--- src/common/bcs_regs.vh ---
`ifndef BCS_REGS_VH
`define BCS_REGS_VH
// ----------------------------------------
// timing
// ----------------------------------------
`define BCS_CLK_PERIOD_NS 20
`define BCS_TICK_NS 1000000
`define BCS_IRQ_PULSE_NS 256000
`define BCS_TERM_DGL_MS 8'hFA
`define BCS_RECH_DGL_MS 8'h64
`define BCS_MS_PER_S 10'h3E8
`define BCS_PRE_TIMER_S 16'h1C20
`define BCS_TMR_SEL1_S 16'h4650
`define BCS_TMR_SEL2_S 16'h7080
`define BCS_TMR_SEL3_S 16'hA8C0
`define BCS_TOP1_S 12'h384
`define BCS_TOP2_S 12'h708
`define BCS_TOP3_S 12'hA8C
// ----------------------------------------
// register offsets
// ----------------------------------------
`define BCS_ADDR_CTRL 4'h0
`define BCS_ADDR_TIMER 4'h1
`define BCS_ADDR_THERM 4'h2
`define BCS_ADDR_THRESH 4'h3
`define BCS_ADDR_ZONESET 4'h4
`define BCS_ADDR_STATUS 4'h5
`define BCS_ADDR_ZONES 4'h6
`define BCS_ADDR_MASK 4'h7
// ----------------------------------------
// field positions
// ----------------------------------------
`define BCS_CTRL_CHG_EN 0
`define BCS_CTRL_BUCK_EN 1
`define BCS_CTRL_TERM_EN 2
`define BCS_CTRL_TMR2X 3
`define BCS_CTRL_SW_DIS 4
`define BCS_CTRL_SEL_B 5
`define BCS_CTRL_REG_RST 6
`define BCS_THERM_A_ACT 0
`define BCS_THERM_B_ACT 1
`define BCS_MASK_ILOOP 0
`define BCS_MASK_VLOOP 1
`define BCS_MASK_TOPOFF 2
// ----------------------------------------
// reset values
// ----------------------------------------
`define BCS_CTRL_RST 8'h0F
`define BCS_TIMER_RST 8'h01
`define BCS_THERM_RST 8'h01
`define BCS_THRESH_RST 8'h00
`define BCS_ZONESET_RST 8'h00
`define BCS_MASK_RST 8'h00
// ----------------------------------------
// codes
// ----------------------------------------
`define BCS_PH_IDLE 3'h0
`define BCS_PH_TRICKLE 3'h1
`define BCS_PH_PRE 3'h2
`define BCS_PH_CC 3'h3
`define BCS_PH_CV 3'h4
`define BCS_PH_DONE 3'h5
`define BCS_Z_NORMAL 3'h0
`define BCS_Z_WARM 3'h2
`define BCS_Z_COOL 3'h3
`define BCS_Z_COLD 3'h5
`define BCS_Z_HOT 3'h6
`define BCS_FAULT_NONE 2'h0
`define BCS_FAULT_TIMER 2'h2
`endif

--- src/core/bcs_deglitch.v ---
`timescale 1ns/10ps
module bcs_deglitch (
   // clock and reset
   input wire clock,
   input wire rstn,
   // timebase and level
   input wire tick,
   input wire level,
   input wire [7:0] limit,
   output reg held
);
   reg [7:0] cnt;
   // ----------------------------------------
   // level must stay high for limit ticks; any drop restarts the count
   // ----------------------------------------
   always @(posedge clock or negedge rstn) begin
      if (!rstn) begin
         cnt <= 8'h00;
         held <= 1'b0;
      end else if (!level) begin
         cnt <= 8'h00;
         held <= 1'b0;
      end else if (tick && cnt != limit) begin
         cnt <= cnt + 8'h01;
      end else if (cnt == limit) begin
         held <= 1'b1;
      end
   end
endmodule

--- src/core/bcs_charge_seq.v ---
`timescale 1ns/10ps
`include "bcs_regs.vh"
// Function
// - input loop flags set, maskable interrupt follows
// - system below battery turns battery switch on
// - start needs converter, thermistors, switch, enable
// - phase code from battery voltage comparators
// - other loops block termination, halve timer
// - terminate on enable, deglitch, CV, no loops
// - termination writes 101, indicator high, interrupt
// - top-off runs, flagged, interrupts entry and exit
// - top-off reset on enable, recharge, reg reset
// - recharge after deglitch below threshold, interrupt
// - per-channel action bits, second channel selectable
// - out-of-window thermistor suspends charging
// - cool and warm zones reduce current/voltage
// - four-level thresholds shared by both channels
// - zones reported, interrupt on any change
// - merge priority hot, cold, warm, cool
// - boost checks cold/hot only, suspends boost
// - two hour precharge limit, 00 disables
// - timer expiry disables charge, fault 10, interrupt
// - half rate timer under regulation, disable bit
// - safety timer cleared on unplug, toggles, reset
// - events give 256us low interrupt pulses, merged while one runs
module bcs_charge_seq #(
   parameter TICK_CYCLES = `BCS_TICK_NS / `BCS_CLK_PERIOD_NS,
   parameter IRQ_CYCLES = `BCS_IRQ_PULSE_NS / `BCS_CLK_PERIOD_NS
) (
   // clock and reset
   input wire clock,
   input wire rstn,
   // register port
   input wire [3:0] addr,
   input wire [7:0] wdata,
   input wire wr,
   input wire rd,
   output reg [7:0] rdata,
   // analog comparator flags
   input wire input_current_loop,
   input wire input_voltage_loop,
   input wire thermal_loop,
   input wire sys_below_batt,
   input wire batt_above_trickle,
   input wire batt_above_pre,
   input wire batt_at_reg,
   input wire ichg_below_term,
   input wire batt_below_recharge,
   input wire input_power_good,
   input wire converter_started,
   input wire boost_active,
   input wire [3:0] thermistor_a_input,
   input wire [3:0] thermistor_b_input,
   // power stage control
   output reg battery_switch,
   output reg charge_on,
   output reg current_reduce,
   output reg voltage_reduce,
   output reg boost_suspend,
   output reg [1:0] zone_current_setting,
   output reg [1:0] zone_voltage_setting,
   output reg [7:0] threshold_levels,
   // pins
   output reg charge_indicator_pin,
   output reg irq_pulse_out,
   output reg irq_pulse_oe
);
   localparam ST_IDLE = 3'h0;
   localparam ST_CHG = 3'h1;
   localparam ST_TOP = 3'h2;
   localparam ST_DONE = 3'h3;
   localparam ST_FLT = 3'h4;

   reg [7:0] ctrl, tmr, therm, thresh, zset, mask;
   reg [19:0] meta, sync;
   reg [2:0] state, next_state;
   reg [2:0] charge_phase_code, thermistor_a_fault, thermistor_b_fault, merged;
   reg [1:0] charge_fault_code;
   reg input_current_loop_flag, input_voltage_loop_flag, topoff_running_flag;
   reg [15:0] tick_cnt, sf_cnt;
   reg [9:0] ms_cnt;
   reg [11:0] top_cnt;
   reg [13:0] irq_cnt;
   reg ms_tick, sec_tick, half_ph, pg_d, en_d, buck_d, pend;
   wire [5:0] zch;
   wire term_held, rech_held;

   wire charge_enable = ctrl[`BCS_CTRL_CHG_EN];
   wire buck_enable = ctrl[`BCS_CTRL_BUCK_EN];
   wire terminate_enable = ctrl[`BCS_CTRL_TERM_EN];
   wire timer_double_enable = ctrl[`BCS_CTRL_TMR2X];
   wire battery_switch_disable = ctrl[`BCS_CTRL_SW_DIS];
   wire pg_or_second_thermistor_select = ctrl[`BCS_CTRL_SEL_B];
   wire register_reset_request = ctrl[`BCS_CTRL_REG_RST];
   wire [1:0] charge_timer_select = tmr[1:0];
   wire [1:0] topoff_duration = tmr[3:2];
   wire [1:0] cool_zone_action = therm[3:2];
   wire [1:0] warm_zone_action = therm[5:4];

   // ----------------------------------------
   // register write side
   // ----------------------------------------
   // the reset request bit self-clears because the default image has it low
   always @(posedge clock or negedge rstn) begin
      if (!rstn) begin
         ctrl <= `BCS_CTRL_RST;
         tmr <= `BCS_TIMER_RST;
         therm <= `BCS_THERM_RST;
         thresh <= `BCS_THRESH_RST;
         zset <= `BCS_ZONESET_RST;
         mask <= `BCS_MASK_RST;
      end else if (register_reset_request) begin
         ctrl <= `BCS_CTRL_RST;
         tmr <= `BCS_TIMER_RST;
         therm <= `BCS_THERM_RST;
         thresh <= `BCS_THRESH_RST;
         zset <= `BCS_ZONESET_RST;
         mask <= `BCS_MASK_RST;
      end else if (wr) begin
         case (addr)
            `BCS_ADDR_CTRL: ctrl <= wdata;
            `BCS_ADDR_TIMER: tmr <= {4'h0, wdata[3:0]};
            `BCS_ADDR_THERM: therm <= {2'h0, wdata[5:0]};
            `BCS_ADDR_THRESH: thresh <= wdata;
            `BCS_ADDR_ZONESET: zset <= {4'h0, wdata[3:0]};
            `BCS_ADDR_MASK: mask <= {5'h00, wdata[2:0]};
            default: ;
         endcase
      end
   end

   // ----------------------------------------
   // register read side
   // ----------------------------------------
   always @(posedge clock or negedge rstn) begin
      if (!rstn) begin
         rdata <= 8'h00;
      end else if (rd) begin
         case (addr)
            `BCS_ADDR_CTRL: rdata <= ctrl;
            `BCS_ADDR_TIMER: rdata <= tmr;
            `BCS_ADDR_THERM: rdata <= therm;
            `BCS_ADDR_THRESH: rdata <= thresh;
            `BCS_ADDR_ZONESET: rdata <= zset;
            `BCS_ADDR_STATUS: rdata <= {charge_fault_code, topoff_running_flag, input_voltage_loop_flag,
                                        input_current_loop_flag, charge_phase_code};
            `BCS_ADDR_ZONES: rdata <= {2'h0, thermistor_b_fault, thermistor_a_fault};
            `BCS_ADDR_MASK: rdata <= mask;
            default: rdata <= 8'h00;
         endcase
      end else begin
         rdata <= 8'h00;
      end
   end

   // ----------------------------------------
   // comparator synchronisers and timebase
   // ----------------------------------------
   always @(posedge clock or negedge rstn) begin
      if (!rstn) begin
         meta <= 20'h00000;
         sync <= 20'h00000;
      end else begin
         meta <= {thermistor_b_input, thermistor_a_input, boost_active, converter_started, input_power_good,
                  batt_below_recharge, ichg_below_term, batt_at_reg, batt_above_pre, batt_above_trickle,
                  sys_below_batt, thermal_loop, input_voltage_loop, input_current_loop};
         sync <= meta;
      end
   end
   wire s_iloop = sync[0];
   wire s_vloop = sync[1];
   wire s_therm = sync[2];
   wire s_sysl = sync[3];
   wire s_tc = sync[4];
   wire s_pre = sync[5];
   wire s_reg = sync[6];
   wire s_term = sync[7];
   wire s_rech = sync[8];
   wire s_pg = sync[9];
   wire s_conv = sync[10];
   wire s_boost = sync[11];

   // deglitch and safety counts all derive from one millisecond tick
   always @(posedge clock or negedge rstn) begin
      if (!rstn) begin
         tick_cnt <= 16'h0000;
         ms_cnt <= 10'h000;
         ms_tick <= 1'b0;
         sec_tick <= 1'b0;
      end else begin
         ms_tick <= (tick_cnt == TICK_CYCLES[15:0] - 16'h0001);
         sec_tick <= ms_tick && (ms_cnt == `BCS_MS_PER_S - 10'h001);
         tick_cnt <= (tick_cnt == TICK_CYCLES[15:0] - 16'h0001) ? 16'h0000 : tick_cnt + 16'h0001;
         if (ms_tick) begin
            ms_cnt <= (ms_cnt == `BCS_MS_PER_S - 10'h001) ? 10'h000 : ms_cnt + 10'h001;
         end
      end
   end

   // ----------------------------------------
   // thermistor zones
   // ----------------------------------------
   // comparator bits per channel: 0 cooler than cool, 1 colder than cold,
   // 2 warmer than warm, 3 hotter than hot
   wire [1:0] ch_en = {therm[`BCS_THERM_B_ACT] & pg_or_second_thermistor_select, therm[`BCS_THERM_A_ACT]};
   genvar g;
   generate
      for (g = 0; g < 2; g = g + 1) begin : g_zone
         wire [3:0] c = sync[12 + 4 * g +: 4];
         // in boost only the outer limits are looked at
         assign zch[3 * g +: 3] = !ch_en[g] ? `BCS_Z_NORMAL :
                                  c[3] ? `BCS_Z_HOT :
                                  c[1] ? `BCS_Z_COLD :
                                  s_boost ? `BCS_Z_NORMAL :
                                  c[2] ? `BCS_Z_WARM :
                                  c[0] ? `BCS_Z_COOL : `BCS_Z_NORMAL;
      end
   endgenerate

   wire zone_change = (zch != {thermistor_b_fault, thermistor_a_fault});
   wire temp_ok = (merged != `BCS_Z_HOT) && (merged != `BCS_Z_COLD);
   wire reduce_cur = ((merged == `BCS_Z_COOL) && cool_zone_action[0]) ||
                     ((merged == `BCS_Z_WARM) && warm_zone_action[0]);

   always @(posedge clock or negedge rstn) begin
      if (!rstn) begin
         thermistor_a_fault <= `BCS_Z_NORMAL;
         thermistor_b_fault <= `BCS_Z_NORMAL;
         merged <= `BCS_Z_NORMAL;
         current_reduce <= 1'b0;
         voltage_reduce <= 1'b0;
         boost_suspend <= 1'b0;
         zone_current_setting <= 2'h0;
         zone_voltage_setting <= 2'h0;
         threshold_levels <= `BCS_THRESH_RST;
      end else begin
         thermistor_a_fault <= zch[2:0];
         thermistor_b_fault <= zch[5:3];
         if (zch[2:0] == `BCS_Z_HOT || zch[5:3] == `BCS_Z_HOT) begin
            merged <= `BCS_Z_HOT;
         end else if (zch[2:0] == `BCS_Z_COLD || zch[5:3] == `BCS_Z_COLD) begin
            merged <= `BCS_Z_COLD;
         end else if (zch[2:0] == `BCS_Z_WARM || zch[5:3] == `BCS_Z_WARM) begin
            merged <= `BCS_Z_WARM;
         end else if (zch[2:0] == `BCS_Z_COOL || zch[5:3] == `BCS_Z_COOL) begin
            merged <= `BCS_Z_COOL;
         end else begin
            merged <= `BCS_Z_NORMAL;
         end
         current_reduce <= reduce_cur;
         voltage_reduce <= ((merged == `BCS_Z_COOL) && cool_zone_action[1]) ||
                           ((merged == `BCS_Z_WARM) && warm_zone_action[1]);
         boost_suspend <= s_boost && !temp_ok;
         zone_current_setting <= zset[1:0];
         zone_voltage_setting <= zset[3:2];
         threshold_levels <= thresh;
      end
   end

   // ----------------------------------------
   // deglitch filters
   // ----------------------------------------
   bcs_deglitch u_term_dgl (
      .clock(clock),
      .rstn(rstn),
      .tick(ms_tick),
      .level(state == ST_CHG && charge_on && s_reg && s_term),
      .limit(`BCS_TERM_DGL_MS),
      .held(term_held)
   );
   bcs_deglitch u_rech_dgl (
      .clock(clock),
      .rstn(rstn),
      .tick(ms_tick),
      .level((state == ST_TOP || state == ST_DONE) && s_pg && s_rech),
      .limit(`BCS_RECH_DGL_MS),
      .held(rech_held)
   );

   // ---------------------------------------------------------------
   // charge sequence
   // ---------------------------------------------------------------
   wire pg_fall = pg_d && !s_pg;
   wire en_rise = charge_enable && !en_d;
   wire sf_clear = pg_fall || (en_d != charge_enable) || (buck_d != buck_enable) || register_reset_request;
   wire loops = s_iloop || s_vloop || s_therm;
   wire term_ok = term_held && terminate_enable && !loops;
   wire start_ok = s_conv && temp_ok && !battery_switch_disable && charge_enable;
   wire [15:0] sf_limit = !s_pre ? `BCS_PRE_TIMER_S :
                          charge_timer_select == 2'h1 ? `BCS_TMR_SEL1_S :
                          charge_timer_select == 2'h2 ? `BCS_TMR_SEL2_S : `BCS_TMR_SEL3_S;
   wire sf_exp = (charge_timer_select != 2'h0) && (sf_cnt >= sf_limit);
   wire [11:0] top_limit = topoff_duration == 2'h1 ? `BCS_TOP1_S :
                           topoff_duration == 2'h2 ? `BCS_TOP2_S : `BCS_TOP3_S;
   wire top_exp = (top_cnt >= top_limit);
   wire stop = !charge_enable || !s_pg;

   always @* begin
      next_state = state;
      case (state)
         ST_IDLE: if (start_ok) next_state = ST_CHG;
         ST_CHG: begin
            if (stop) next_state = ST_IDLE;
            else if (sf_exp) next_state = ST_FLT;
            else if (term_ok) next_state = (topoff_duration != 2'h0) ? ST_TOP : ST_DONE;
         end
         ST_TOP: begin
            if (stop) next_state = ST_IDLE;
            else if (rech_held) next_state = ST_CHG;
            else if (top_exp) next_state = ST_DONE;
         end
         // leaving done needs a replug, an enable toggle or a deglitched recharge
         ST_DONE: begin
            if (stop) next_state = ST_IDLE;
            else if (rech_held) next_state = ST_CHG;
         end
         ST_FLT: if (sf_clear) next_state = ST_IDLE;
         default: next_state = ST_IDLE;
      endcase
   end

   always @(posedge clock or negedge rstn) begin
      if (!rstn) begin
         state <= ST_IDLE;
         pg_d <= 1'b0;
         en_d <= 1'b1;
         buck_d <= 1'b1;
         charge_fault_code <= `BCS_FAULT_NONE;
         charge_phase_code <= `BCS_PH_IDLE;
         topoff_running_flag <= 1'b0;
         charge_on <= 1'b0;
         charge_indicator_pin <= 1'b1;
         battery_switch <= 1'b0;
         input_current_loop_flag <= 1'b0;
         input_voltage_loop_flag <= 1'b0;
      end else begin
         state <= next_state;
         pg_d <= s_pg;
         en_d <= charge_enable;
         buck_d <= buck_enable;
         input_current_loop_flag <= s_iloop;
         input_voltage_loop_flag <= s_vloop;
         if (next_state == ST_FLT) begin
            charge_fault_code <= `BCS_FAULT_TIMER;
         end else begin
            charge_fault_code <= `BCS_FAULT_NONE;
         end
         topoff_running_flag <= (next_state == ST_TOP);
         // thermistor faults hold the state but stop current flowing
         charge_on <= (next_state == ST_CHG || next_state == ST_TOP) && temp_ok && buck_enable && s_conv;
         charge_indicator_pin <= (next_state != ST_CHG);
         battery_switch <= !battery_switch_disable && (!s_pg || s_sysl || charge_on);
         case (next_state)
            ST_CHG: charge_phase_code <= s_reg ? `BCS_PH_CV : s_pre ? `BCS_PH_CC :
                                         s_tc ? `BCS_PH_PRE : `BCS_PH_TRICKLE;
            ST_TOP, ST_DONE: charge_phase_code <= `BCS_PH_DONE;
            default: charge_phase_code <= `BCS_PH_IDLE;
         endcase
      end
   end

   // ---------------------------------------------------------------
   // safety and top-off timers
   // ---------------------------------------------------------------
   wire half_rate = timer_double_enable && (loops || reduce_cur);
   always @(posedge clock or negedge rstn) begin
      if (!rstn) begin
         sf_cnt <= 16'h0000;
         half_ph <= 1'b0;
         top_cnt <= 12'h000;
      end else begin
         if (sf_clear) begin
            sf_cnt <= 16'h0000;
            half_ph <= 1'b0;
         end else if (sec_tick && state == ST_CHG && charge_on) begin
            half_ph <= half_rate ? !half_ph : 1'b0;
            if (!half_rate || half_ph) begin
               sf_cnt <= sf_cnt + 16'h0001;
            end
         end
         if (en_rise || register_reset_request || (state != ST_TOP && next_state == ST_TOP) ||
             (state == ST_TOP && next_state == ST_CHG)) begin
            top_cnt <= 12'h000;
         end else if (sec_tick && state == ST_TOP) begin
            top_cnt <= top_cnt + 12'h001;
         end
      end
   end

   // ---------------------------------------------------------------
   // interrupt pulse
   // ---------------------------------------------------------------
   // events landing during a pulse merge into one follow-up pulse
   wire ev = (s_iloop && !input_current_loop_flag && !mask[`BCS_MASK_ILOOP]) ||
             (s_vloop && !input_voltage_loop_flag && !mask[`BCS_MASK_VLOOP]) ||
             (((next_state == ST_TOP) != topoff_running_flag) && !mask[`BCS_MASK_TOPOFF]) ||
             (state == ST_CHG && (next_state == ST_TOP || next_state == ST_DONE)) ||
             (state != ST_CHG && state != ST_IDLE && next_state == ST_CHG) ||
             (next_state == ST_FLT && state != ST_FLT) || zone_change;
   always @(posedge clock or negedge rstn) begin
      if (!rstn) begin
         irq_cnt <= 14'h0000;
         pend <= 1'b0;
         irq_pulse_oe <= 1'b0;
         irq_pulse_out <= 1'b0;
      end else begin
         irq_pulse_out <= 1'b0;
         if (irq_cnt == 14'h0000) begin
            if (ev || pend) begin
               irq_cnt <= IRQ_CYCLES[13:0];
               irq_pulse_oe <= 1'b1;
               pend <= 1'b0;
            end else begin
               irq_pulse_oe <= 1'b0;
            end
         end else begin
            irq_cnt <= irq_cnt - 14'h0001;
            irq_pulse_oe <= (irq_cnt != 14'h0001);
            if (ev) begin
               pend <= 1'b1;
            end
         end
      end
   end
endmodule

--- config.mk ---
export PLATFORM = sky130hd
export DESIGN_NAME = bcs_charge_seq
export DESIGN_NICKNAME = d
export VERILOG_FILES = /design/src/core/bcs_deglitch.v /design/src/core/bcs_charge_seq.v
export VERILOG_INCLUDE_DIRS = /design/src /design/src/common
export SDC_FILE = /design/constraint.sdc
export NUM_CORES = 1
export LEC_CHECK = 0
export BUFFER_PORTS_ARGS = -buffer_cell sky130_fd_sc_hd__buf_2
export CORE_UTILIZATION = 44
export CTS_CLUSTER_DIAMETER = 80
export CTS_CLUSTER_SIZE = 24
export DETAILED_ROUTE_END_ITERATION = 12
export GPL_ROUTABILITY_DRIVEN = 1
export SETUP_SLACK_MARGIN = 0.05
export SLEW_MARGIN = 20
export SYNTH_ARGS = -nofsm -noshare
export SYNTH_HDL_FRONTEND = slang
export SYNTH_SLANG_ARGS = --single-unit
--- constraint.sdc ---
create_clock -name clock -period 6 [get_ports clock]
set_clock_uncertainty 0.15 [all_clocks]
set_input_delay 1.2 -clock clock [delete_from_list [all_inputs] [get_ports clock]]
set_output_delay 1.2 -clock clock [all_outputs]
set_load 0.005 [all_outputs]
Yosys cells after proc, flatten, opt, wreduce, memory -nomap -nowiden
Cells that the tools add are included.

Flip-flop bits (word level): 228. Input port bits: 36. Output and inout bits: 28.

$add $sub $neg: 7. Magnitude comparators: 2. Eq/ne operators: 53. Mux-type cells: 85. Bitwise operators: 1. Reductions and logical operators: 111.

Operator list (count): 8-bit 2-to-1 mux (23); 16-bit 2-to-1 mux (7); 8-bit case mux with 8 select lines (1); 3-bit 2-to-1 mux (19); 12-bit 2-to-1 mux (4); 1-bit logical AND (41); 16-bit by 1-bit adder with 16-bit output (second input constant) (2); 3-bit by 2-bit equality test with 1-bit output (second input constant) (10); 1-bit logical OR (29); 14-bit 2-to-1 mux (2); 2-bit nonzero test (13); 2-bit 2-to-1 mux (11); 2-bit AND reduction (10); 3-bit equality test (second input constant) (6); 8-bit by 1-bit adder with 8-bit output (second input constant) (2); 16-bit equality test (second input constant) (1); 4-bit by 3-bit equality test with 1-bit output (second input constant) (4); 16-bit greater-or-equal comparator (1); 1-bit 2-to-1 mux (15); 3-bit case mux with 5 select lines (1); 14-bit zero test (1); 14-bit by 1-bit inequality test with 1-bit output (second input constant) (1); 14-bit by 1-bit subtractor with 14-bit output (second input constant) (1); 1-bit zero test (13); other kinds (27) (41).

Longest topological paths before layout
Gate-level depths: netlist (run 1).

Depth after elaboration: 20. Mapped depth: 15.

Cells and area by module
Synthesis (run 1) repeated with hierarchy kept, for this count alone.

Cells, all modules: 922. Area total of the unflattened synthesis: 9865.7 sq um.

Modules (own cells, without submodules): bcs_charge_seq (times used 1, cells an instance 805, area each 8714.6 sq um); bcs_deglitch (u_term_dgl) (times used 1, cells an instance 61, area each 586.8 sq um); bcs_deglitch (u_rech_dgl) (times used 1, cells an instance 56, area each 564.3 sq um).

Worst setup path before layout (run 1)
OpenSTA, ideal clock, no wires.

Kind: flip-flop to flip-flop. Start point: register tmr[0]. End point: register irq_pulse_oe. Setup time: 124 ps. Arrival time: 2904 ps. Data required time: 5726 ps. Setup slack: 2822 ps. Stages on the path, launching flop included: 14. Buffers on the path: 1. Clock period less this slack: 3178 ps. Cells stage by stage: dfstp_2 -> inv_1 -> ha_1 -> nand2b_1 -> ha_1 -> a41o_1 -> a21oi_1 -> a2bb2oi_1 -> nand4_1 -> and2_0 -> dlygate4sd2_1 -> nand3b_1 -> o2111ai_1 -> a211o_1.

Word-level cells in the longest chain between the ends: 20. Elaborated cells on any way between the ends: 29.

Ends and longest elaborated chain: from (decl) (line bcs_charge_seq.v:74) `reg [7:0] ctrl, tmr, therm, thresh, zset, mask;`; from (signal assigned) (line bcs_charge_seq.v:107) `` tmr <= `BCS_TIMER_RST; ``; from (signal assigned) (line bcs_charge_seq.v:114) `` tmr <= `BCS_TIMER_RST; ``; from (signal assigned) (line bcs_charge_seq.v:122) `` `BCS_ADDR_TIMER: tmr <= {4'h0, wdata[3:0]}; ``; 2-bit equality test (line bcs_charge_seq.v:291) `` charge_timer_select == 2'h2 ? `BCS_TMR_SEL2_S : `BCS_TMR_SEL3_S; ``; 16-bit 2-to-1 mux (no line) (3 in series); 16-bit greater-or-equal comparator (line bcs_charge_seq.v:292) `wire sf_exp = (charge_timer_select != 2'h0) && (sf_cnt >= sf_limit);`; 1-bit logical AND (*) (line bcs_charge_seq.v:292); 3-bit 2-to-1 mux (*) (line bcs_charge_seq.v:304) `else if (sf_exp) next_state = ST_FLT;`; 3-bit 2-to-1 mux (*) (line bcs_charge_seq.v:303) `if (stop) next_state = ST_IDLE;`; 3-bit case mux with 5 select lines (*) (line bcs_charge_seq.v:300) `case (state)`; 3-bit by 2-bit equality test with 1-bit output (line bcs_charge_seq.v:396, bcs_charge_seq.v:397); 1-bit inequality test (line bcs_charge_seq.v:396) `` (((next_state == ST_TOP) != topoff_running_flag) && !mask[`BCS_MASK_TOPOFF]) || ``; 1-bit logical AND (line bcs_charge_seq.v:396); 1-bit logical OR (3 in series) (line bcs_charge_seq.v:394) `` wire ev = (s_iloop && !input_current_loop_flag && !mask[`BCS_MASK_ILOOP]) || ``; 1-bit logical OR (*) (2 in series) (line bcs_charge_seq.v:394); 1-bit logical OR (*) (line bcs_charge_seq.v:409) `if (ev || pend) begin`; 1-bit 2-to-1 mux (*) (line bcs_charge_seq.v:409); 1-bit 2-to-1 mux (*) (line bcs_charge_seq.v:408) `if (irq_cnt == 14'h0000) begin`; to (signal assigned) (line bcs_charge_seq.v:418) `irq_pulse_oe <= (irq_cnt != 14'h0001);`; to (decl) (line bcs_charge_seq.v:66) `output reg irq_pulse_oe`.

Every way passes the cells marked *; elsewhere a longest branch is shown, timed or not. A chain may end at the register's enable or synchronous reset.

Worst setup path in the final report (run 1)
Start point: register tmr[0]. End point: register top_cnt[6].

Word-level cells in the longest chain between the ends: 14. Elaborated cells on any way between the ends: 19.

Ends and longest elaborated chain: 2-bit equality test (line bcs_charge_seq.v:291); 16-bit 2-to-1 mux (no line) (3 in series); 16-bit greater-or-equal comparator (line bcs_charge_seq.v:292); 1-bit logical AND (*) (line bcs_charge_seq.v:292); 3-bit 2-to-1 mux (*) (line bcs_charge_seq.v:304); 3-bit 2-to-1 mux (*) (line bcs_charge_seq.v:303); 3-bit case mux with 5 select lines (*) (line bcs_charge_seq.v:300); 3-bit by 2-bit equality test with 1-bit output (line bcs_charge_seq.v:381) `if (en_rise || register_reset_request || (state != ST_TOP && next_state == ST_TOP) ||`; 1-bit logical AND (line bcs_charge_seq.v:381); 1-bit logical OR (line bcs_charge_seq.v:381); 1-bit logical OR (*) (line bcs_charge_seq.v:381); 12-bit 2-to-1 mux or 2-bit nonzero test (tied branches); to (signal assigned) (line bcs_charge_seq.v:385) `top_cnt <= top_cnt + 12'h001;`; to (decl) (line bcs_charge_seq.v:82) `reg [11:0] top_cnt;`.

Marks and branches as above.

==> impl_metrics.env, run 1 <==
export IMPL_status="finished clean"
export IMPL_switchingPower_uw=861
export IMPL_grt_overflow_total=0
export IMPL_hold_path_class="reg -> reg"
export IMPL_swShare_pct=27.9
export IMPL_hold_viol=0
export IMPL_ctsHtreeMaxLevel=1
export IMPL_cp_cell_sequence="inv_1 > ha_1 > nand2b_1 > ha_1 > a41o_1 > a21oi_1 > a2bb2oi_1 > nand4_1 > a221oi_4 > inv_1 > o211ai_1 > nor2_1"
export IMPL_worstSkewPairLatency_ns=0.49
export IMPL_synthMuxAreaShare_pct=4.74
export IMPL_io_pins=64
export IMPL_synth_top_area_share_pct=53.0
export IMPL_grt_pass1_vias=6279
export IMPL_synth_top_cell_by_area="dfrtp_1"
export IMPL_die_h_um=150
export IMPL_initial_core_util_pct=45.3
export IMPL_max_slew_margin_pct=34.2
export IMPL_finalCritPeriodShare_pct=65.2
export IMPL_cp_max_fo=12
export IMPL_die_area_um2=22400
export IMPL_ir_drop_mv=0.184
export IMPL_clkTransAtPathRegs_ns=0.10
export IMPL_yosysSeqAreaShare_pct=55.5
export IMPL_critPathBufInv=2
export IMPL_final_area_um2=10600
export IMPL_dp_hpwl_um=13900
export IMPL_async_reset_ff_share_pct=100
export IMPL_synth_avg_cell_area_um2=10.6
export IMPL_synth_xor_area_share_pct=5.94
export IMPL_drt_initial_drc_count=382
export IMPL_setup_tns_ns=0
export IMPL_p_seq_share_pct=54.8
export IMPL_p_per_area_nw_per_um2=291
export IMPL_clockBufferDepth=3
export IMPL_place_area_um2=10200
export IMPL_pre_cts_slack_ns=2.13
export IMPL_stdcell_count=1238
export IMPL_crit_path_top_delay_cell="o211ai_1"
export IMPL_end_kind="flip-flop"
export IMPL_wire_per_inst_um=15.7
export IMPL_antenna_found_initial=0
export IMPL_yosys_most_used_dff="dfrtp_1"
export IMPL_ys_warn_count=0
export IMPL_die_w_um=150
export IMPL_ant_nets=0
export IMPL_required_ns=6.17
export IMPL_drcViolationCount=0
export IMPL_postCtsSetupRepairBufs=0
export IMPL_drive_gt1_share_pct=12.4
export IMPL_setup_viol_count_final=0
export IMPL_setup_slack_ns=2.09
export IMPL_area_growth_pct=10.8
export IMPL_viasPerCell=5.18
export IMPL_holdWs_ns=0.175
export IMPL_ff2ff_setup_slack_ns=2.09
export IMPL_maxCapViolCount=0
export IMPL_vias=6418
export IMPL_critPathArrivalTime_ns=4.08
export IMPL_core_rowCount=53
export IMPL_synth_compound_area_share_pct=7.81
export IMPL_crit_family="compound AO/OA/AOI/OAI gates"
export IMPL_clock_fmax_mhz=255
export IMPL_grt_first_pass_wirelength_um=32500
export IMPL_clock_sinks=212
export IMPL_n_antenna_cell=0
export IMPL_coreArea_um2=21200
export IMPL_post_route_util_pct=50.2
export IMPL_clockPowerShare_pct=32.0
export IMPL_slowest_delay_ns=0.80
export IMPL_mostFrequentLayoutCells="203 x dfrtp_1, 142 x nor2_1, 75 x nand2_1"
export IMPL_worstMarginPinSlew_ns=0.982
export IMPL_gp_congestion=0.796
export IMPL_synth_fa_ha_area_share_pct=4.83
export IMPL_intPower_mw=2.23
export IMPL_io_buffers=62
export IMPL_cts_resized=0
export IMPL_ys_seq_elements=212
export IMPL_syn_inst=900
export IMPL_grt_max_degree=122
export IMPL_cts_tree="done"
export IMPL_crit_type="reg -> reg"
export IMPL_drt_wl_total_um=19400
export IMPL_final_nets=1028
export IMPL_firstDrtPassIters=4
export IMPL_dp_cells=1214
export IMPL_crit_path_start_kind="flip-flop"
export IMPL_synth_top_family_by_area="simple AND/OR/NAND/NOR gates"
export IMPL_synth_area_um2=9580
export IMPL_yosys_top_cells_area="dfrtp_1 53%, nor2_1 5.6%, ha_1 4.8%, mux2i_1 3.4%, xnor2_1 3.0%"
export IMPL_comb_power_share_pct=13.2
export IMPL_p_leak_nw=4.82
export IMPL_clockRootBuffer="clkbuf_16"
export IMPL_yosys_area_share_simple_pct=18.5
export IMPL_rsz0062_at_grt="false"
export IMPL_final_common_cell="dfrtp_1"
export IMPL_synth_edff_count=0
export IMPL_ys_types=71
export IMPL_cts_buffers=14
export IMPL_p_total_mw=3.09
export IMPL_gr_usage_all_layers_pct=18.3
export IMPL_synth_nets=973
export IMPL_hold_buffers=0
export IMPL_maxSlewViolCount=0
export IMPL_period_needed_ns=3.91
-- power groups by stage --
stage	registers [mW]	clock network (mW)	logic, mW
final	1.69	0.987	0.409
after global routing	1.71	1.07	0.471
after CTS	1.69	1.03	0.414
after detailed placement	1.72	0	0.412
after global placement	1.71	0	0.408
after floorplan	1.68	0	0.276
-- cells by family after synthesis --
kind of cell / count (synthesis)
AND/OR/NAND/NOR: 370
flip-flops: 212
AO/OA/AOI/OAI: 110
XOR/XNOR: 65
buffers and inverters: 65
multiplexers: 40
adder cells (fa/ha/maj): 37
other: 1
-- synth_stat cells (all sizes together), types with 20 or more instances --
master and instances:
dfrtp 203, nor2 142, nand2 75, inv 39
ha 37, mux2i 33, xnor2 33, xor2 32
o21ai 31, a21oi 29, nand3 24, nand4 24
clkbuf 21, nor3 20
-- layer usage --
layer	global-route usage [%]	wire, um
met5	0	0
met4	4.80	384
met3	2.44	620
met2	28.1	8600
met1	27.2	9840
-- worst register-to-register path: stages, from the launching register on --
cell	delay, ns
dfstp_2	0.58
inv_1	0.07
ha_1	0.30
nand2b_1	0.15
ha_1	0.31
a41o_1	0.19
a21oi_1	0.12
a2bb2oi_1	0.28
nand4_1	0.21
a221oi_4	0.38
inv_1	0.09
o211ai_1	0.80
nor2_1	0.12
-- sequential cells by signal, summed over array words and instances (netlist names), 4 cells and up --
signal	flops
ctrl	8
irq_cnt	14
meta	20
ms_cnt	10
rdata	8
sf_cnt	16
sync	20
therm	6
thresh	8
threshold_levels	8
tick_cnt	16
tmr	4
top_cnt	12
u_rech_dgl.cnt	8
u_term_dgl.cnt	8
zset	4
-- final timing paths --
| check | cells past startpoint | to | from |
|---|---|---|---|
| setup / recovery | 12 | top_cnt[6]$_DFFE_PN0P_ | tmr[0]$_DFFE_PN1P_ |
| min in group asynchronous | 1 | sf_cnt[8]$_DFFE_PN0P_ | rstn |
| hold / removal | 0 | sync[7]$_DFF_PN0_ | meta[7]$_DFF_PN0_ |
| setup reg to reg | 12 | top_cnt[6]$_DFFE_PN0P_ | tmr[0]$_DFFE_PN1P_ |
| hold reg to reg | 0 | sync[7]$_DFF_PN0_ | meta[7]$_DFF_PN0_ |
| max in group asynchronous | 2 | irq_pulse_oe$_DFF_PN0_ | rstn |
-- layout make-up --
cell class,count,area (um^2)
well taps,275,344
clock buffers,19,390
fillers,1915,10500
clock inverters,5,63.8
multi-input cells,623,4010
repair buffers,65,343
inverters,39,146
flip-flops and latches,212,5320
Note: power is estimated with default switching activity, not from simulation.
==> inputs of run 2 (changes only) <==
==> constraint.sdc (replaced) <==
create_clock -name clock -period 3.6 [get_ports clock]
set_clock_uncertainty 0.15 [all_clocks]
set_input_delay 0.72 -clock clock [delete_from_list [all_inputs] [get_ports clock]]
set_output_delay 0.72 -clock clock [all_outputs]
set_load 0.005 [all_outputs]
==> run 2 against run 1 <==
Clock-buffer cell count shrank 2. Final area rose by 1.4%. Utilization rose by 0.72 points. Non-clock buffer count increased by 7. Setup slack got worse by 1.9 ns. Clock power rose by 74%. Wire length is 2.0% higher. Global-route usage is 0.43 points higher. Die area unchanged. Worst hold slack better by 0.011 ns. Critical endpoint is now irq_cnt[1]$_DFFE_PN0P_. Largest cell class unchanged. Largest power group unchanged.
==> impl_metrics.env, run 2 (same netlist as run 1, synthesis figures left out) <==
export IMPL_n_antenna_cell=0
export IMPL_clock_sinks=212
export IMPL_cts_tree="done"
export IMPL_dp_cells=1216
export IMPL_top_regs="meta x20, sync x20"
export IMPL_use_met3_pct=2.74
export IMPL_die_area_um2=22400
export IMPL_crit_type="reg -> reg"
export IMPL_final_nets=1035
export IMPL_setup_worst_path_end="irq_cnt[1]$_DFFE_PN0P_"
export IMPL_period_needed_ns=3.38
export IMPL_holdWs_ns=0.186
export IMPL_gp_congestion=0.799
export IMPL_grt_first_pass_wirelength_um=33200
export IMPL_maxSlewViolCount=0
export IMPL_initial_core_util_pct=45.3
export IMPL_stdcell_count=1244
export IMPL_cts_buffers=14
export IMPL_critPathArrivalTime_ns=3.60
export IMPL_viasPerCell=5.26
export IMPL_firstDrtPassIters=4
export IMPL_ir_drop_mv=0.390
export IMPL_pre_cts_slack_ns=0.184
export IMPL_hold_viol=0
export IMPL_worstMarginPinSlew_ns=0.557
export IMPL_grt_overflow_total=0
export IMPL_gr_usage_met1_pct=28.0
export IMPL_r2r_start="tmr[0]$_DFFE_PN1P_"
export IMPL_crit_path_start_kind="flip-flop"
export IMPL_fillers=1890
export IMPL_dp_hpwl_um=14100
export IMPL_io_buffers=62
export IMPL_mostFrequentLayoutCells="203 x dfrtp_1, 142 x nor2_1, 74 x nand2_1"
export IMPL_vias=6548
export IMPL_maxCapViolCount=0
export IMPL_setup_slack_ns=0.223
export IMPL_setup_viol_count_final=0
export IMPL_io_pins=64
export IMPL_die_h_um=150
export IMPL_top_usage_layer="met2"
export IMPL_end_kind="flip-flop"
export IMPL_hold_path_class="in -> reg"
export IMPL_drt_initial_drc_count=380
export IMPL_max_slew_margin_pct=62.5
export IMPL_ant_nets=0
export IMPL_drcViolationCount=0
export IMPL_clockBufferDepth=3
export IMPL_coreArea_um2=21200
export IMPL_grt_pass1_vias=6358
export IMPL_drive_gt1_share_pct=13.7
export IMPL_clockRootBuffer="clkbuf_16"
export IMPL_ff2ff_setup_slack_ns=0.22
export IMPL_area_growth_pct=12.4
export IMPL_die_w_um=150
export IMPL_r2r_cells=13
export IMPL_finalCritPeriodShare_pct=93.8
export IMPL_drt_wl_total_um=19800
export IMPL_core_rowCount=53
export IMPL_clkTransAtPathRegs_ns=0.09
export IMPL_grt_max_degree=94
export IMPL_status="finished clean"
export IMPL_antenna_found_initial=0
export IMPL_p_total_mw=5.27
export IMPL_ctsHtreeMaxLevel=1
export IMPL_clock_fmax_mhz=296
export IMPL_p_leak_nw=4.88
export IMPL_p_per_area_nw_per_um2=489
export IMPL_rsz0062_at_grt="false"
export IMPL_final_common_cell="dfrtp_1"
export IMPL_wire_per_inst_um=15.9
export IMPL_r2r_end="irq_cnt[1]$_DFFE_PN0P_"
export IMPL_gr_usage_all_layers_pct=18.8
export IMPL_worstSkewPairLatency_ns=0.48
export IMPL_cp_max_fo=6
export IMPL_crit_path_start="tmr[0]$_DFFE_PN1P_"
export IMPL_required_ns=3.82
export IMPL_setup_tns_ns=0
export IMPL_met2_usage_pct=29.0
run 2: cell count changes in the layout (fill, tap and decap cells not counted), moves of 2 or more:
cell / delta
buf_12: +2
ha_1: -2
ha_4: +2
clkinvlp_4: -2
buf_4: +3
clkbuf_1: -2
run 2: per-layer routing:
metal	routed length, um	share of wire [%]
met1	9710	49
met4	282	1.4
met3	829	4.2
met5	0	0
met2	9010	45
run 2: worst min-delay path by stage:
stage / cells after the start / to / slack [ns] / from
floorplan: 0 / sync[0]$_DFF_PN0_ / 0.18 / meta[0]$_DFF_PN0_
global placement: 0 / sync[17]$_DFF_PN0_ / 0.18 / meta[17]$_DFF_PN0_
detailed placement: 0 / sync[18]$_DFF_PN0_ / 0.18 / meta[18]$_DFF_PN0_
CTS: 1 / meta[4]$_DFF_PN0_ / 0.16 / batt_above_trickle
global route: 1 / meta[4]$_DFF_PN0_ / 0.16 / batt_above_trickle
finish: 1 / meta[4]$_DFF_PN0_ / 0.19 / batt_above_trickle
run 2: area by class of cell:
class	count	area (um^2)	area share, %
tap	275	344	3.20
clock buffer	17	383	3.56
inverter	39	146	1.36
multi-input combinational	623	4060	37.7
sequential	212	5320	49.4
timing repair buffer	72	420	3.91
clock inverter	6	92.6	0.860
run 2: report_power, final:
group | internal [mW] | leakage (nW) | switching, mW | total [mW]
logic | 0.312 | 1.94 | 0.416 | 0.728
clock network | 0.866 | 0.231 | 0.850 | 1.72
registers | 2.62 | 2.71 | 0.199 | 2.82
run 2: through the flow:
step,utilization [%],cell area [um^2]
after global routing,50.9,10800
after global placement,48.2,10200
after CTS,50.5,10700
after floorplan,-,9580
final,50.9,10800
after detailed placement,48.2,10200
run 2: critical path, stage by stage, from the launching register on:
cell,delay (ns)
dfstp_2,0.57
inv_1,0.07
ha_1,0.33
nand2b_1,0.19
ha_4,0.24
a41o_1,0.17
a21oi_1,0.15
a2bb2oi_2,0.18
nand4_1,0.17
a221oi_4,0.34
buf_4,0.17
xnor2_2,0.07
o211a_4,0.27
a31o_1,0.20
run 2: timing repair:
action                                 4_1_cts  5_1_grt
hold buffers                                 1        0
setup buffers                                0        3
gates resized for setup                      0       11
setup endpoints to repair                    0       19
endpoints found under the hold margin       35        0
==> inputs of run 3 (changes only) <==
--- a/config.mk
+++ b/config.mk
@@ -6,6 +6,7 @@
 export SDC_FILE = /design/constraint.sdc
 export NUM_CORES = 1
 export LEC_CHECK = 0
+export ABC_AREA = 1
 export BUFFER_PORTS_ARGS = -buffer_cell sky130_fd_sc_hd__buf_2
 export CORE_UTILIZATION = 44
 export CTS_CLUSTER_DIAMETER = 80
==> run 3 against run 2 <==
The run now ends with DRC left. Global-route usage is 0.070 points higher. Sequential share of layout area decreased by 1.4 points. Sequential cell count did not move. Non-clock buffer count down 4. Via count grew 12%. Critical path type unchanged. Critical endpoint is now top_cnt[1]$_DFFE_PN0P_.
==> impl_metrics.env, run 3 <==
export IMPL_status="finished, violations left"
export IMPL_failed_checks="DRC"
export IMPL_rsz0062_at_grt="false"
export IMPL_clock_fmax_mhz=316
export IMPL_yosysSeqAreaShare_pct=53.6
export IMPL_worstSkewPairLatency_ns=0.49
export IMPL_ir_drop_mv=0.337
export IMPL_grt_pass1_vias=7154
export IMPL_drive_gt1_share_pct=14.4
export IMPL_ant_nets=0
export IMPL_yosys_top_cells_area="dfrtp_1 51%, nand2_1 7.4%, inv_1 7.0%, ha_1 4.7%, nor2_1 4.3%"
export IMPL_area_growth_pct=11.8
export IMPL_cp_max_fo=12
export IMPL_coreArea_um2=22000
export IMPL_clockBufferDepth=3
export IMPL_fillers=2015
export IMPL_n_antenna_cell=0
export IMPL_critPathArrivalTime_ns=3.38
export IMPL_maxCapViolCount=0
export IMPL_synth_top_cell_by_area="dfrtp_1"
export IMPL_ys_warn_count=0
export IMPL_drcViolationCount=16
export IMPL_setup_viol_count_final=0
export IMPL_grt_overflow_total=0
export IMPL_viasPerCell=4.95
export IMPL_p_per_area_nw_per_um2=482
export IMPL_drt_wl_total_um=21000
export IMPL_gp_congestion=0.901
export IMPL_required_ns=3.82
export IMPL_final_common_cell="dfrtp_1"
export IMPL_cpMostUsedCell="nand2_1"
export IMPL_clockRootBuffer="clkbuf_16"
export IMPL_ys_types=53
export IMPL_slowest_delay_ns=0.56
export IMPL_synth_avg_cell_area_um2=8.87
export IMPL_hold_buffers=0
export IMPL_ff2ff_setup_slack_ns=0.44
export IMPL_worstMarginPinSlew_ns=0.703
export IMPL_gr_usage_all_layers_pct=18.8
export IMPL_cp_cell_sequence="inv_1 > ha_1 > or2_2 > ha_1 > nand2_1 > nor2_2 > nand2_1 > nor2_1 > nand2_1 > nand2_2 > nand2_4 > a21boi_4 > nand2_2 > o211ai_2 > buf_4 > nor2_1"
export IMPL_die_area_um2=23100
export IMPL_end_kind="flip-flop"
export IMPL_cts_buffers=14
export IMPL_initial_core_util_pct=45.1
export IMPL_synth_nets=1190
export IMPL_synth_most_common_cell="dfrtp_1"
export IMPL_setup_slack_ns=0.440
export IMPL_crit_path_start_kind="flip-flop"
export IMPL_hold_path_class="in -> async"
export IMPL_async_reset_ff_share_pct=100
export IMPL_crit_path_start="tmr[0]$_DFFE_PN1P_"
export IMPL_pre_cts_slack_ns=0.438
export IMPL_top_regs="meta x20, sync x20"
export IMPL_cts_tree="done"
export IMPL_hold_viol=0
export IMPL_maxSlewViolCount=0
export IMPL_crit_family="simple AND/OR/NAND/NOR gates"
export IMPL_core_rowCount=54
export IMPL_r2r_start="tmr[0]$_DFFE_PN1P_"
export IMPL_cts_resized=0
export IMPL_ys_seq_elements=212
export IMPL_setup_tns_ns=0
export IMPL_finalCritPeriodShare_pct=87.8
export IMPL_place_area_um2=10600
export IMPL_antenna_found_initial=0
export IMPL_max_slew_margin_pct=52.7
export IMPL_firstDrtPassIters=9
export IMPL_dp_hpwl_um=15800
export IMPL_synth_top_area_share_pct=51.3
export IMPL_clock_sinks=212
export IMPL_grt_max_degree=91
export IMPL_io_pins=64
export IMPL_synth_area_um2=9910
export IMPL_die_h_um=152
export IMPL_io_buffers=62
export IMPL_postCtsSetupRepairBufs=0
export IMPL_critPathBufInv=2
export IMPL_drt_initial_drc_count=423
export IMPL_syn_inst=1117
export IMPL_crit_path_top_delay_cell="dfstp_2"
export IMPL_clkTransAtPathRegs_ns=0.09
export IMPL_ctsHtreeMaxLevel=1
export IMPL_die_w_um=152
export IMPL_period_needed_ns=3.16
export IMPL_wire_per_inst_um=14.2
export IMPL_yosys_most_used_dff="dfrtp_1"
export IMPL_final_nets=1266
export IMPL_grt_first_pass_wirelength_um=35600
export IMPL_crit_type="reg -> reg"
export IMPL_final_area_um2=11100
export IMPL_vias=7326
export IMPL_p_leak_nw=5.45
export IMPL_ys_top_cells_by_count="203 x dfrtp_1, 195 x nand2_1, 186 x inv_1, 114 x nor2_1, 62 x o21ai_0"
export IMPL_synth_edff_count=0
export IMPL_mostFrequentLayoutCells="203 x dfrtp_1, 195 x nand2_1, 186 x inv_1"
## run 3: cell count changes in the layout (fill, tap and decap cells not counted), moves of 13 or more
cell / previous run / this run
a21oi_1: 29 / 45
and3_1: 14 / 1
inv_1: 39 / 186
inv_2: 0 / 23
mux2i_1: 33 / 0
nand2_1: 74 / 195
nand3_1: 24 / 52
nor2_1: 142 / 114
nor2_2: 0 / 18
o21ai_0: 27 / 62
xnor2_1: 32 / 5
## run 3: report_power, final
| part | total, mW | internal [mW] | switching [mW] |
|---|---|---|---|
| clock network | 1.78 | 0.926 | 0.855 |
| registers | 2.76 | 2.62 | 0.138 |
| logic | 0.799 | 0.269 | 0.530 |
| total | 5.34 | 3.82 | 1.52 |
## run 3: cell type report
cell class                      count  area (um^2)  share of cell area, %
Clock buffer                       16          379                   3.42
Tap cell                          280          350                   3.16
Multi-Input combinational cell    688         3760                   33.9
Sequential cell                   212         5320                   48.0
Inverter                          209          785                   7.08
Timing Repair Buffer               68          378                   3.41
Clock inverter                      7          111                   1.01
## run 3: logic make-up after synthesis
kind of cell	Yosys count	synth area share [%]
other cells	1	0.0378
mux	4	0.455
fa+ha+maj	37	4.67
flops	212	53.6
simple gates	456	20.9
xor+xnor	27	2.39
buf+inv	217	8.41
compound gates	163	9.50
## run 3: layer usage
layer / up-vias / GRT usage [%] / routed length (um)
li1: 3714 / - / -
met1: 3456 / 27.1 / 10300
met2: 134 / 29.8 / 9460
met3: 22 / 2.40 / 791
met4: 0 / 5.59 / 426
met5: - / 0 / 0
## run 3: worst paths after layout
| path | end | depth (start not counted) |
|---|---|---|
| worst min register to register | sync[17]$_DFF_PN0_ | 0 |
| worst max-delay path | top_cnt[1]$_DFFE_PN0P_ | 16 |
| max in group asynchronous | charge_indicator_pin$_DFF_PN1_ | 2 |
| min in group clock | meta[3]$_DFF_PN0_ | 1 |
| worst max register to register | top_cnt[1]$_DFFE_PN0P_ | 16 |
| worst min-delay path | sf_cnt[4]$_DFFE_PN0P_ | 1 |
## run 3: metrics by stage
stage | power (mW) | std cells | hold WS [ns] | utilization (%)
floorplan | 3.29 | 1117 | 0.181 | -
global placement | 3.59 | 1457 | 0.182 | 48.2
detailed placement | 3.61 | 1457 | 0.185 | 48.2
CTS | 5.40 | 1480 | 0.108 | 50.5
global route | 5.61 | 1480 | 0.139 | 50.5
finish | 5.34 | 1480 | 0.0767 | 50.5
